### src/hw/adc_sync_pkg.sv
// Purpose: Shared constants and types for converter rate and start control
// Assumes: 100 MHz system clock; all pins are asynchronous to it
// Notes: Timing figures are kept in their own units and converted to cycles
// Notes on behaviour
// - Modulator runs at 256 times notch frequency
// - Internal 153.6kHz gives 60Hz, 7.5 results/s
// - Static low picks 60Hz, high picks 50Hz
// - External clock: one result per 20480 cycles
// - 2.048MHz external gives 800Hz notch, 100/s
// - Each result independent of previous conversion
// - Chip-select rising edge starts a conversion
// - 24th serial-clock falling edge starts conversion
package adc_sync_pkg;

    // ****************************************
    // Clock rates and ratios
    // ****************************************
    localparam logic [26:0] SYS_HZ = 27'h5f5_e100;       // 100 MHz system clock
    localparam logic [26:0] INT60_HZ = 27'h002_5800;     // 153.6 kHz oscillator, 60 Hz notch
    localparam logic [26:0] INT50_HZ = 27'h001_f400;     // 128 kHz oscillator, 50 Hz notch
    localparam logic [14:0] MASTER_PER_CONV = 15'h5000;  // Master cycles per result
    localparam logic [3:0] MOD_DIV = 4'ha;               // Master cycles per modulator sample
    localparam logic [11:0] MOD_PER_CONV = 12'h800;      // Modulator samples per result
    localparam logic [4:0] SCK_START_EDGE = 5'h18;       // Falling edge that autostarts

    // ****************************************
    // Toggle detection window
    // ****************************************
    localparam int EXT_QUIET_US = 100;                   // Quiet time before static level counts
    localparam int SYS_MHZ = 100;                        // Cycles per microsecond
    localparam int EXT_QUIET_CYC = EXT_QUIET_US * SYS_MHZ;

    // ****************************************
    // Types
    // ****************************************
    typedef enum logic [1:0] {MODE_INT60, MODE_INT50, MODE_EXT} conv_mode_t;  // Clock source

    typedef struct packed {
        conv_mode_t mode;           // Source used for this result
        logic [11:0] mod_ticks;     // Modulator samples taken
        logic [14:0] master_ticks;  // Master cycles spanned
    } result_t;

endpackage

### src/hw/result_buffer.sv
// Purpose: Two-entry result buffer with valid and ready on both sides
// Assumes: Single clock domain, asynchronous active-low reset
// Notes: All outputs come from flip-flops; nothing is lost on a stall
`timescale 1ns/1ps
module result_buffer #(
    parameter int WIDTH = 29
) (
    input wire logic sys_clk,
    input wire logic rstn,
    input wire logic in_valid,
    output logic in_ready,
    input wire logic [WIDTH-1:0] in_data,
    output logic out_valid,
    input wire logic out_ready,
    output logic [WIDTH-1:0] out_data
);

    // ****************************************
    // State
    // ****************************************
    logic [WIDTH-1:0] head_r, head_nxt;  // Oldest word, drives output
    logic [WIDTH-1:0] tail_r, tail_nxt;  // Second word
    logic head_v_r, head_v_nxt;          // Head holds a word
    logic tail_v_r, tail_v_nxt;          // Tail holds a word

    if (WIDTH < 1) begin : g_bad_width
        $error("result_buffer needs a positive width");
    end

    // Push and pop bookkeeping
    always_comb begin
        logic push;
        logic pop;
        push = 1'b0;
        pop = 1'b0;
        push = in_valid && !tail_v_r;
        pop = head_v_r && out_ready;
        head_r_hold: begin
            head_nxt = head_r;
            tail_nxt = tail_r;
            head_v_nxt = head_v_r;
            tail_v_nxt = tail_v_r;
        end
        if (pop) begin
            // Tail moves up, or new word lands directly
            head_nxt = tail_v_r ? tail_r : in_data;
            head_v_nxt = tail_v_r || push;
            tail_v_nxt = tail_v_r && push;
            tail_nxt = in_data;
        end else if (push) begin
            if (head_v_r) begin
                tail_nxt = in_data;
                tail_v_nxt = 1'b1;
            end else begin
                head_nxt = in_data;
                head_v_nxt = 1'b1;
            end
        end
    end

    // Register only
    always_ff @(posedge sys_clk or negedge rstn) begin
        if (!rstn) begin
            head_r <= '0;
            tail_r <= '0;
            head_v_r <= 1'b0;
            tail_v_r <= 1'b0;
        end else begin
            head_r <= head_nxt;
            tail_r <= tail_nxt;
            head_v_r <= head_v_nxt;
            tail_v_r <= tail_v_nxt;
        end
    end

    assign in_ready = !tail_v_r;
    assign out_valid = head_v_r;
    assign out_data = head_r;

endmodule

### src/hw/adc_rate_and_conversion_sync.sv
// Purpose: Conversion timing for a delta-sigma converter: clock source, rate, start
// Assumes: notch_freq_select, cs_n and sck are pins, sampled by sys_clk
// Notes: Results queue in a two-entry buffer; a full buffer holds the finished result back until a slot frees or a new start drops it
`timescale 1ns/1ps
module adc_rate_and_conversion_sync #(
    parameter int EXT_QUIET_CYC = adc_sync_pkg::EXT_QUIET_CYC
) (
    input wire logic sys_clk,
    input wire logic rstn,
    input wire logic notch_freq_select,
    input wire logic cs_n,
    input wire logic sck,
    input wire logic res_ready,
    output logic res_valid,
    output adc_sync_pkg::result_t res_data,
    output logic conv_busy,
    output logic ext_clk_mode,
    output logic mod_tick
);

    // ****************************************
    // Elaboration checks
    // ****************************************
    if (EXT_QUIET_CYC < 16 || EXT_QUIET_CYC > 1000000) begin : g_bad_quiet
        $error("EXT_QUIET_CYC out of range");
    end

    // ****************************************
    // Pin synchronisers
    // ****************************************
    logic [2:0] f0_sync_r;   // Two stages plus history
    logic [2:0] cs_sync_r;   // Two stages plus history
    logic [2:0] sck_sync_r;  // Two stages plus history

    // Only stages 1 and 2 are read by logic
    always_ff @(posedge sys_clk or negedge rstn) begin
        if (!rstn) begin
            f0_sync_r <= '0;
            cs_sync_r <= 3'h7;
            sck_sync_r <= '0;
        end else begin
            f0_sync_r <= {f0_sync_r[1:0], notch_freq_select};
            cs_sync_r <= {cs_sync_r[1:0], cs_n};
            sck_sync_r <= {sck_sync_r[1:0], sck};
        end
    end

    logic f0_lvl;     // Synchronised select level
    logic f0_edge;    // Any toggle of select pin
    logic f0_rise;    // Rising edge of external clock
    logic cs_rise;    // Chip-select released
    logic cs_low;     // Chip-select asserted
    logic sck_fall;   // Serial clock falling edge
    assign f0_lvl = f0_sync_r[1];
    assign f0_edge = f0_sync_r[1] ^ f0_sync_r[2];
    assign f0_rise = f0_sync_r[1] && !f0_sync_r[2];
    assign cs_rise = cs_sync_r[1] && !cs_sync_r[2];
    assign cs_low = !cs_sync_r[1];
    assign sck_fall = !sck_sync_r[1] && sck_sync_r[2];

    // ****************************************
    // Clock source selection and master tick
    // ****************************************
    adc_sync_pkg::conv_mode_t mode_r, mode_nxt;  // Current clock source
    logic [19:0] quiet_r, quiet_nxt;             // Cycles since last select toggle
    logic [26:0] nco_r, nco_nxt;                 // Internal oscillator phase
    logic master_r, master_nxt;                  // One-cycle master clock tick
    logic ext_r, ext_nxt;                        // External mode flag, drives output

    always_comb begin
        logic [27:0] sum;
        logic [26:0] rate;
        sum = '0;
        rate = '0;
        quiet_nxt = quiet_r;
        mode_nxt = mode_r;
        // Toggling select switches to the external clock
        if (f0_edge) begin
            quiet_nxt = '0;
            mode_nxt = adc_sync_pkg::MODE_EXT;
        end else if (quiet_r >= 20'(EXT_QUIET_CYC - 1)) begin
            // Static level picks the notch
            mode_nxt = f0_lvl ? adc_sync_pkg::MODE_INT50 : adc_sync_pkg::MODE_INT60;
        end else begin
            quiet_nxt = quiet_r + 20'h0_0001;
        end
        // Internal oscillator as a fractional divider of the system clock
        rate = (mode_r == adc_sync_pkg::MODE_INT50) ? adc_sync_pkg::INT50_HZ : adc_sync_pkg::INT60_HZ;
        sum = {1'b0, nco_r} + {1'b0, rate};
        nco_nxt = nco_r;
        master_nxt = 1'b0;
        if (mode_r == adc_sync_pkg::MODE_EXT) begin
            nco_nxt = '0;
            master_nxt = f0_rise;
        end else if (sum >= {1'b0, adc_sync_pkg::SYS_HZ}) begin
            nco_nxt = 27'(sum - {1'b0, adc_sync_pkg::SYS_HZ});
            master_nxt = 1'b1;
        end else begin
            nco_nxt = sum[26:0];
        end
        // Output flag follows the next source so it leaves a flip-flop
        ext_nxt = (mode_nxt == adc_sync_pkg::MODE_EXT);
    end

    always_ff @(posedge sys_clk or negedge rstn) begin
        if (!rstn) begin
            mode_r <= adc_sync_pkg::MODE_INT60;
            quiet_r <= '0;
            nco_r <= '0;
            master_r <= 1'b0;
            ext_r <= 1'b0;
        end else begin
            mode_r <= mode_nxt;
            quiet_r <= quiet_nxt;
            nco_r <= nco_nxt;
            master_r <= master_nxt;
            ext_r <= ext_nxt;
        end
    end

    // ****************************************
    // Start detection
    // ****************************************
    logic [4:0] sck_cnt_r, sck_cnt_nxt;  // Falling edges in this readout
    logic start;                         // Begin a fresh conversion

    always_comb begin
        sck_cnt_nxt = sck_cnt_r;
        if (!cs_low) begin
            sck_cnt_nxt = '0;
        end else if (sck_fall && sck_cnt_r != 5'h1f) begin
            sck_cnt_nxt = sck_cnt_r + 5'h01;
        end
    end

    always_ff @(posedge sys_clk or negedge rstn) begin
        if (!rstn) begin
            sck_cnt_r <= '0;
        end else begin
            sck_cnt_r <= sck_cnt_nxt;
        end
    end

    // Chip-select release or autostart edge
    assign start = cs_rise
        || (cs_low && sck_fall && sck_cnt_r == adc_sync_pkg::SCK_START_EDGE - 5'h01);

    // ****************************************
    // Conversion sequencer
    // ****************************************
    typedef enum {ST_IDLE, ST_CONV, ST_HAND} conv_state_t;
    conv_state_t state_r, state_nxt;           // Sequencer state
    logic [14:0] mcnt_r, mcnt_nxt;             // Master ticks in this conversion
    logic [3:0] div_r, div_nxt;                // Modulator divider phase
    logic [11:0] modcnt_r, modcnt_nxt;         // Modulator samples taken
    logic mod_r, mod_nxt;                      // Modulator sample pulse
    adc_sync_pkg::result_t res_r, res_nxt;     // Finished result
    logic buf_ready;                           // Buffer can take a word
    logic busy_r, busy_nxt;                    // Converting flag, drives output

    always_comb begin
        state_nxt = state_r;
        mcnt_nxt = mcnt_r;
        div_nxt = div_r;
        modcnt_nxt = modcnt_r;
        mod_nxt = 1'b0;
        res_nxt = res_r;
        case (state_r)
            ST_IDLE: begin
                // Sleep until a start
            end
            ST_CONV: begin
                if (master_r) begin
                    mcnt_nxt = mcnt_r + 15'h0001;
                    // Modulator sample every tenth master tick
                    if (div_r == adc_sync_pkg::MOD_DIV - 4'h1) begin
                        div_nxt = '0;
                        mod_nxt = 1'b1;
                        modcnt_nxt = modcnt_r + 12'h001;
                    end else begin
                        div_nxt = div_r + 4'h1;
                    end
                    // Last master tick closes the conversion
                    if (mcnt_r == adc_sync_pkg::MASTER_PER_CONV - 15'h0001) begin
                        state_nxt = ST_HAND;
                        res_nxt.mode = mode_r;
                        res_nxt.mod_ticks = modcnt_r + 12'h001;
                        res_nxt.master_ticks = mcnt_r + 15'h0001;
                    end
                end
            end
            ST_HAND: begin
                // Hold result until buffer accepts it
                if (buf_ready) begin
                    state_nxt = ST_IDLE;
                end
            end
            default: begin
                state_nxt = ST_IDLE;
            end
        endcase
        // A start always wins and clears all conversion history
        if (start) begin
            state_nxt = ST_CONV;
            mcnt_nxt = '0;
            div_nxt = '0;
            modcnt_nxt = '0;
        end
        // Busy flag registered from the next state, no decode on the pin
        busy_nxt = (state_nxt == ST_CONV);
    end

    always_ff @(posedge sys_clk or negedge rstn) begin
        if (!rstn) begin
            state_r <= ST_IDLE;
            mcnt_r <= '0;
            div_r <= '0;
            modcnt_r <= '0;
            mod_r <= 1'b0;
            res_r <= '0;
            busy_r <= 1'b0;
        end else begin
            state_r <= state_nxt;
            mcnt_r <= mcnt_nxt;
            div_r <= div_nxt;
            modcnt_r <= modcnt_nxt;
            mod_r <= mod_nxt;
            res_r <= res_nxt;
            busy_r <= busy_nxt;
        end
    end

    // ****************************************
    // Result buffer and outputs
    // ****************************************
    result_buffer #(
        .WIDTH($bits(adc_sync_pkg::result_t))
    ) u_buf (
        .sys_clk(sys_clk),
        .rstn(rstn),
        .in_valid(state_r == ST_HAND && !start),
        .in_ready(buf_ready),
        .in_data(res_r),
        .out_valid(res_valid),
        .out_ready(res_ready),
        .out_data(res_data)
    );

    assign conv_busy = busy_r;
    assign ext_clk_mode = ext_r;
    assign mod_tick = mod_r;

    logic [10:0] gap_r;   // Cycles since last master tick, internal or external
    logic gap_ok_r;       // Gap measured under one stable source
    always_ff @(posedge sys_clk or negedge rstn) begin
        if (!rstn) begin
            gap_r <= '0;
            gap_ok_r <= 1'b0;
        end else begin
            gap_r <= master_r ? 11'h000 : gap_r + 11'h001;
            gap_ok_r <= (mode_r == mode_nxt) && (gap_ok_r || master_r);
        end
    end
endmodule

### config.mk
export PLATFORM = sky130hd
export DESIGN_NAME = adc_rate_and_conversion_sync
export DESIGN_NICKNAME = d
export VERILOG_FILES = /design/src/hw/adc_sync_pkg.sv /design/src/hw/result_buffer.sv /design/src/hw/adc_rate_and_conversion_sync.sv
export SDC_FILE = /design/constraint.sdc
export NUM_CORES = 1
export LEC_CHECK = 0
export ABC_AREA = 1
export BUFFER_PORTS_ARGS = -buffer_cell sky130_fd_sc_hd__buf_2
export CAP_MARGIN = 20
export CORE_MARGIN = 2
export CORE_UTILIZATION = 42
export DETAILED_ROUTE_END_ITERATION = 16
export GPL_TIMING_DRIVEN = 0
export HOLD_SLACK_MARGIN = 0.1
export PLACE_DENSITY = 0.61
export SLEW_MARGIN = 25
export SYNTH_ARGS = -nofsm -noshare
export SYNTH_HDL_FRONTEND = slang
export SYNTH_SLANG_ARGS = --single-unit
### constraint.sdc
create_clock -name sys_clk -period 3.2 [get_ports sys_clk]
set_clock_uncertainty 0.1 [all_clocks]
set_input_delay 0.32 -clock sys_clk [delete_from_list [all_inputs] [get_ports sys_clk]]
set_output_delay 0.32 -clock sys_clk [all_outputs]
set_load 0.03 [all_outputs]
==> metrics.md <==
| Metric | Value |
|---|---|
| Antenna Cells | `0` |
| Layout cell share with drive strength beyond 1 | `12.29%` |
| # DRC | `0` |
| Peak Freq | `around 330 MHz` |
| CTS root buffer | `clkbuf_16` |
| CTS Buffer Depth | `3` |
| Most frequent cells in the layout | `271 x nand2_1, 207 x dfrtp_1, 141 x inv_1` |
| Fill cells | `around 2200` |
| Arrival @ worst endpoint | `approximately 3.4 ns` |
| Drt pass-1 iters | `4` |
| Post-synth EDFFs | `0` |
| Most frequent cell on the critical path | `nand2_2` |
| Die height | `about 160 um` |
| Worst-path fanout max | `10` |
| Top cells by area, synth | `dfrtp_1 53%, nand2_1 11%, inv_1 5.4%, nand3_1 4.8%, nor2_1 4.2%` |
| Antenna viol nets, final | `0` |
| Effective utilization at floorplan | `between 40% and 50%` |
| Final Cycle Share | `a little over nine tenths` |
| Register area share after synthesis | `53.97%` |
| Main flop type after synthesis | `dfrtp_1` |
| Vias per inst | `roughly 4.8` |
| Vias in the first global route | `approximately 7400` |
| Final setup TNS | `0 ns` |
| Tmin final | `3.006 ns` |
| Top Ports | `39` |
| Register bit count reported by yosys | `around 210` |
| Synth warnings | `0` |
| WP buf/inv | `3` |
| Cell family with most CP delay | `simple AND/OR/NAND/NOR gates` |
| Async S/R FF share, synth | `between 90% and 100%` |
| Die area | `roughly 0.025 sq mm` |
| Final Wtd Congestion | `0.8468` |
| Worst-Skew Late Latency | `0.53 ns` |
| Port Buf Inserts | `38` |
| Clock slew at the register clock pins of the worst setup and hold paths | `around 0.060 ns` |
| CP max stage cell | `fa_2` |
| CTS tree | `yes` |
| Leak | `approximately 5.4 nW` |
| GRT overflow | `0` |
| RSZ-0062 raised after global routing | `yes` |
| Syn Area/Cell | `about 8.5 sq um` |
| Clock H-tree levels | `1` |
| HPWL after DPL | `between 10000 and 15000 um` |
| # rows | `55` |
| Yosys top cell area share | `a little over half` |
| Total of max-cap violations | `0` |
| Die Wd | `between 150 and 200 um` |
| CTS Buf Count | `25` |
| Outcome | `completed` |
| Worst EP required | `3.55 ns` |
| Final Instance Count excl. Fillers | `1599` |
| Max-slew violations | `0` |
| Pin count of the biggest net entering global routing | `91` |
| Hold Path Class | `primary input to async pin` |
| Rel. slew slack | `approximately 46%` |
| GRT Total Usage | `about 17%` |
| First-pass GRT wire length | `approximately 35000 um` |
| Crit path kind | `flip-flop to flip-flop` |
| Netlist Area Pre-Place | `around 0.0098 sq mm` |
| Sequence of cells on the critical path | `inv_2, nor2_4, ha_2, inv_1, fa_2, and3_4, nand2_1, nand2_2, nor2_1, nand3_1, nand2_1, nand2_2, nand2_2, nand2_2, nand2_2, nand2_4, nand2_4, buf_8, nor2_4, nand2_1, nand2_1` |
| PD cells | `roughly 500 mW/mm^2` |
| Startpoint types | `flip-flop` |
| Syn Inst Count | `1156` |
| Post-synth top area cell | `dfrtp_1` |
| Routed wire length | `20560 um` |
| Fin. Hold Viols | `0` |
| Crit path largest cell delay | `0.61 ns` |
| Initial antenna violation count | `0` |
| Area Growth Syn to Fin | `18.81%` |
| Initial detailed-routing violation count | `approximately 460` |
| VDD IR max | `approximately 300 uV` |
| Final nets | `~1300` |
| Placed Instances | `roughly 1500` |
| # clock sinks | `211` |
| Crit. End Element | `flip-flop` |
| Most common cell after layout, fill and taps aside | `nand2_1` |
| Final Setup Violations | `0` |
| Core Area | `roughly 0.023 sq mm` |
| Detailed-route via count | `7650` |
| Total power draw | `0.005812 W` |
| Unique masters post-synth | `46` |
| Worst-margin pin slew | `roughly 0.8 ns` |
| Drt wl/cell | `roughly 13 um` |
## through the flow
stage / instance area, sq um / setup slack (ns) / hold slack [ns] / util, %
4_1_cts: 11510 / 0.02836 / 0.1952 / 50.54
3_5_place_dp: 10550 / -0.1702 / 0.1585 / 46.30
3_3_place_gp: 10480 / -1.946 / 0.2325 / 46.01
2_1_floorplan: 9899 / 0.3395 / -0.07559 / -
6_report: 11630 / 0.1945 / 0.1895 / 51.07
5_1_grt: 11630 / -0.004115 / 0.2204 / 51.07
## kinds of logic after synthesis
kind of cell               Yosys count  synth area share (%)
AOI/OAI and AO/OA                  155                 9.061
xor gates and xnor gates            32                 2.863
adders and majority gates           15                 1.994
buffers and inverters              179                 7.182
DFF                                211                 53.97
muxes                                1                0.1022
other                                1               0.03830
and+or+nand+nor                    562                 24.79
## layout make-up
class	count	area, sq um	share of cell area, %
inverters	144	545.5	4.690
multi-input cells	795	3978	34.19
flip-flops and latches	211	5285	45.43
repair buffers	55	380.4	3.270
well taps	313	391.6	3.367
plain buffers	35	172.7	1.484
clock buffers	29	670.6	5.765
clock inverters	17	209.0	1.796
## report_power, final
| part | internal [W] | switching, W | leakage (nW) | total, W |
|---|---|---|---|---|
| clock network | 0.00183 | 0.00113 | 0.437 | 0.00296 |
| registers | 0.00270 | 0.0000144 | 2.83 | 0.00272 |
| logic | 0.0000324 | 0.0000969 | 2.18 | 0.000129 |
| total | 0.00457 | 0.00124 | 5.44 | 0.00581 |
## synth_stat cells (2+ instances only)
library cell and instances:
dfrtp_1 208, a31oi_1 31, nand3_1 93, o21ai_0 77
nor2_1 109, clkbuf_1 24, nor2_4 2, nor2_2 3
nor4_1 8, inv_1 141, nand2_2 11, o22ai_1 16
nand2_1 285, buf_6 3, o21ai_1 7, a21oi_1 13
nand3b_1 6, buf_2 7, ha_1 14, dfstp_2 3
nor3_1 20, xor2_1 25, nand4_1 16, or2_2 3
inv_2 3, xnor2_1 7, nand2_4 2
## worst register-to-register path: stages (launching register included)
cell and delay [ns]:
dfrtp_2 0.36, inv_2 0.07, nor2_4 0.12, ha_2 0.18
inv_1 0.06, fa_2 0.62, and3_4 0.20, nand2_1 0.06
nand2_2 0.09, nor2_1 0.04, nand3_1 0.12, nand2_1 0.08
nand2_2 0.08, nand2_2 0.08, nand2_2 0.09, nand2_2 0.07
nand2_4 0.10, nand2_4 0.07, buf_8 0.15, nor2_4 0.10
nand2_1 0.06, nand2_1 0.05
## final timing paths
kind	cells past startpoint	slack, ns	from	endpoint
worst max-delay path	21	0.19	mode_r[0]	nco_r[8]
worst min-delay path	2	0.19	rstn	sck_cnt_r[3]
worst max register to register	21	0.19	mode_r[0]	nco_r[8]
worst min register to register	0	0.25	sck_sync_r[0]	sck_sync_r[1]
max in group asynchronous	3	1.99	rstn	mode_r[0]
min in group sys_clk	0	0.25	sck_sync_r[0]	sck_sync_r[1]
## sequential cells by signal, indices dropped and copies added, names as in the netlist
name / flops
modcnt_r: 12
res_r: 29
conv_busy: 1
div_r: 4
u_buf.tail_v_r: 1
nco_r: 19
quiet_r: 20
u_buf.out_valid: 1
sck_sync_r: 3
u_buf.out_data: 29
state_r: 32
master_r: 1
mcnt_r: 15
sck_cnt_r: 5
mode_r: 2
u_buf.tail_r: 29
f0_sync_r: 3
mod_tick: 1
cs_sync_r: 3
ext_clk_mode: 1
## metal layers
layer	up-vias	GRT usage, %	wire, um
li1	3939	-	-
met2	121	29.45	9752
met1	3562	23.86	9742
met5	-	0	0
met3	28	2.437	643
met4	0	4.500	419
## what timing repair did
| item | CTS | global route |
|---|---|---|
| hold buffers | 5 | 0 |
| pin swaps | 1 | 7 |
| buffers inserted | 3 | 7 |
| setup endpoints to repair | 19 | 19 |
| resized for setup | 5 | 23 |
| endpoints found under the hold margin | 215 | 0 |
(Power assumes the default switching activity.)
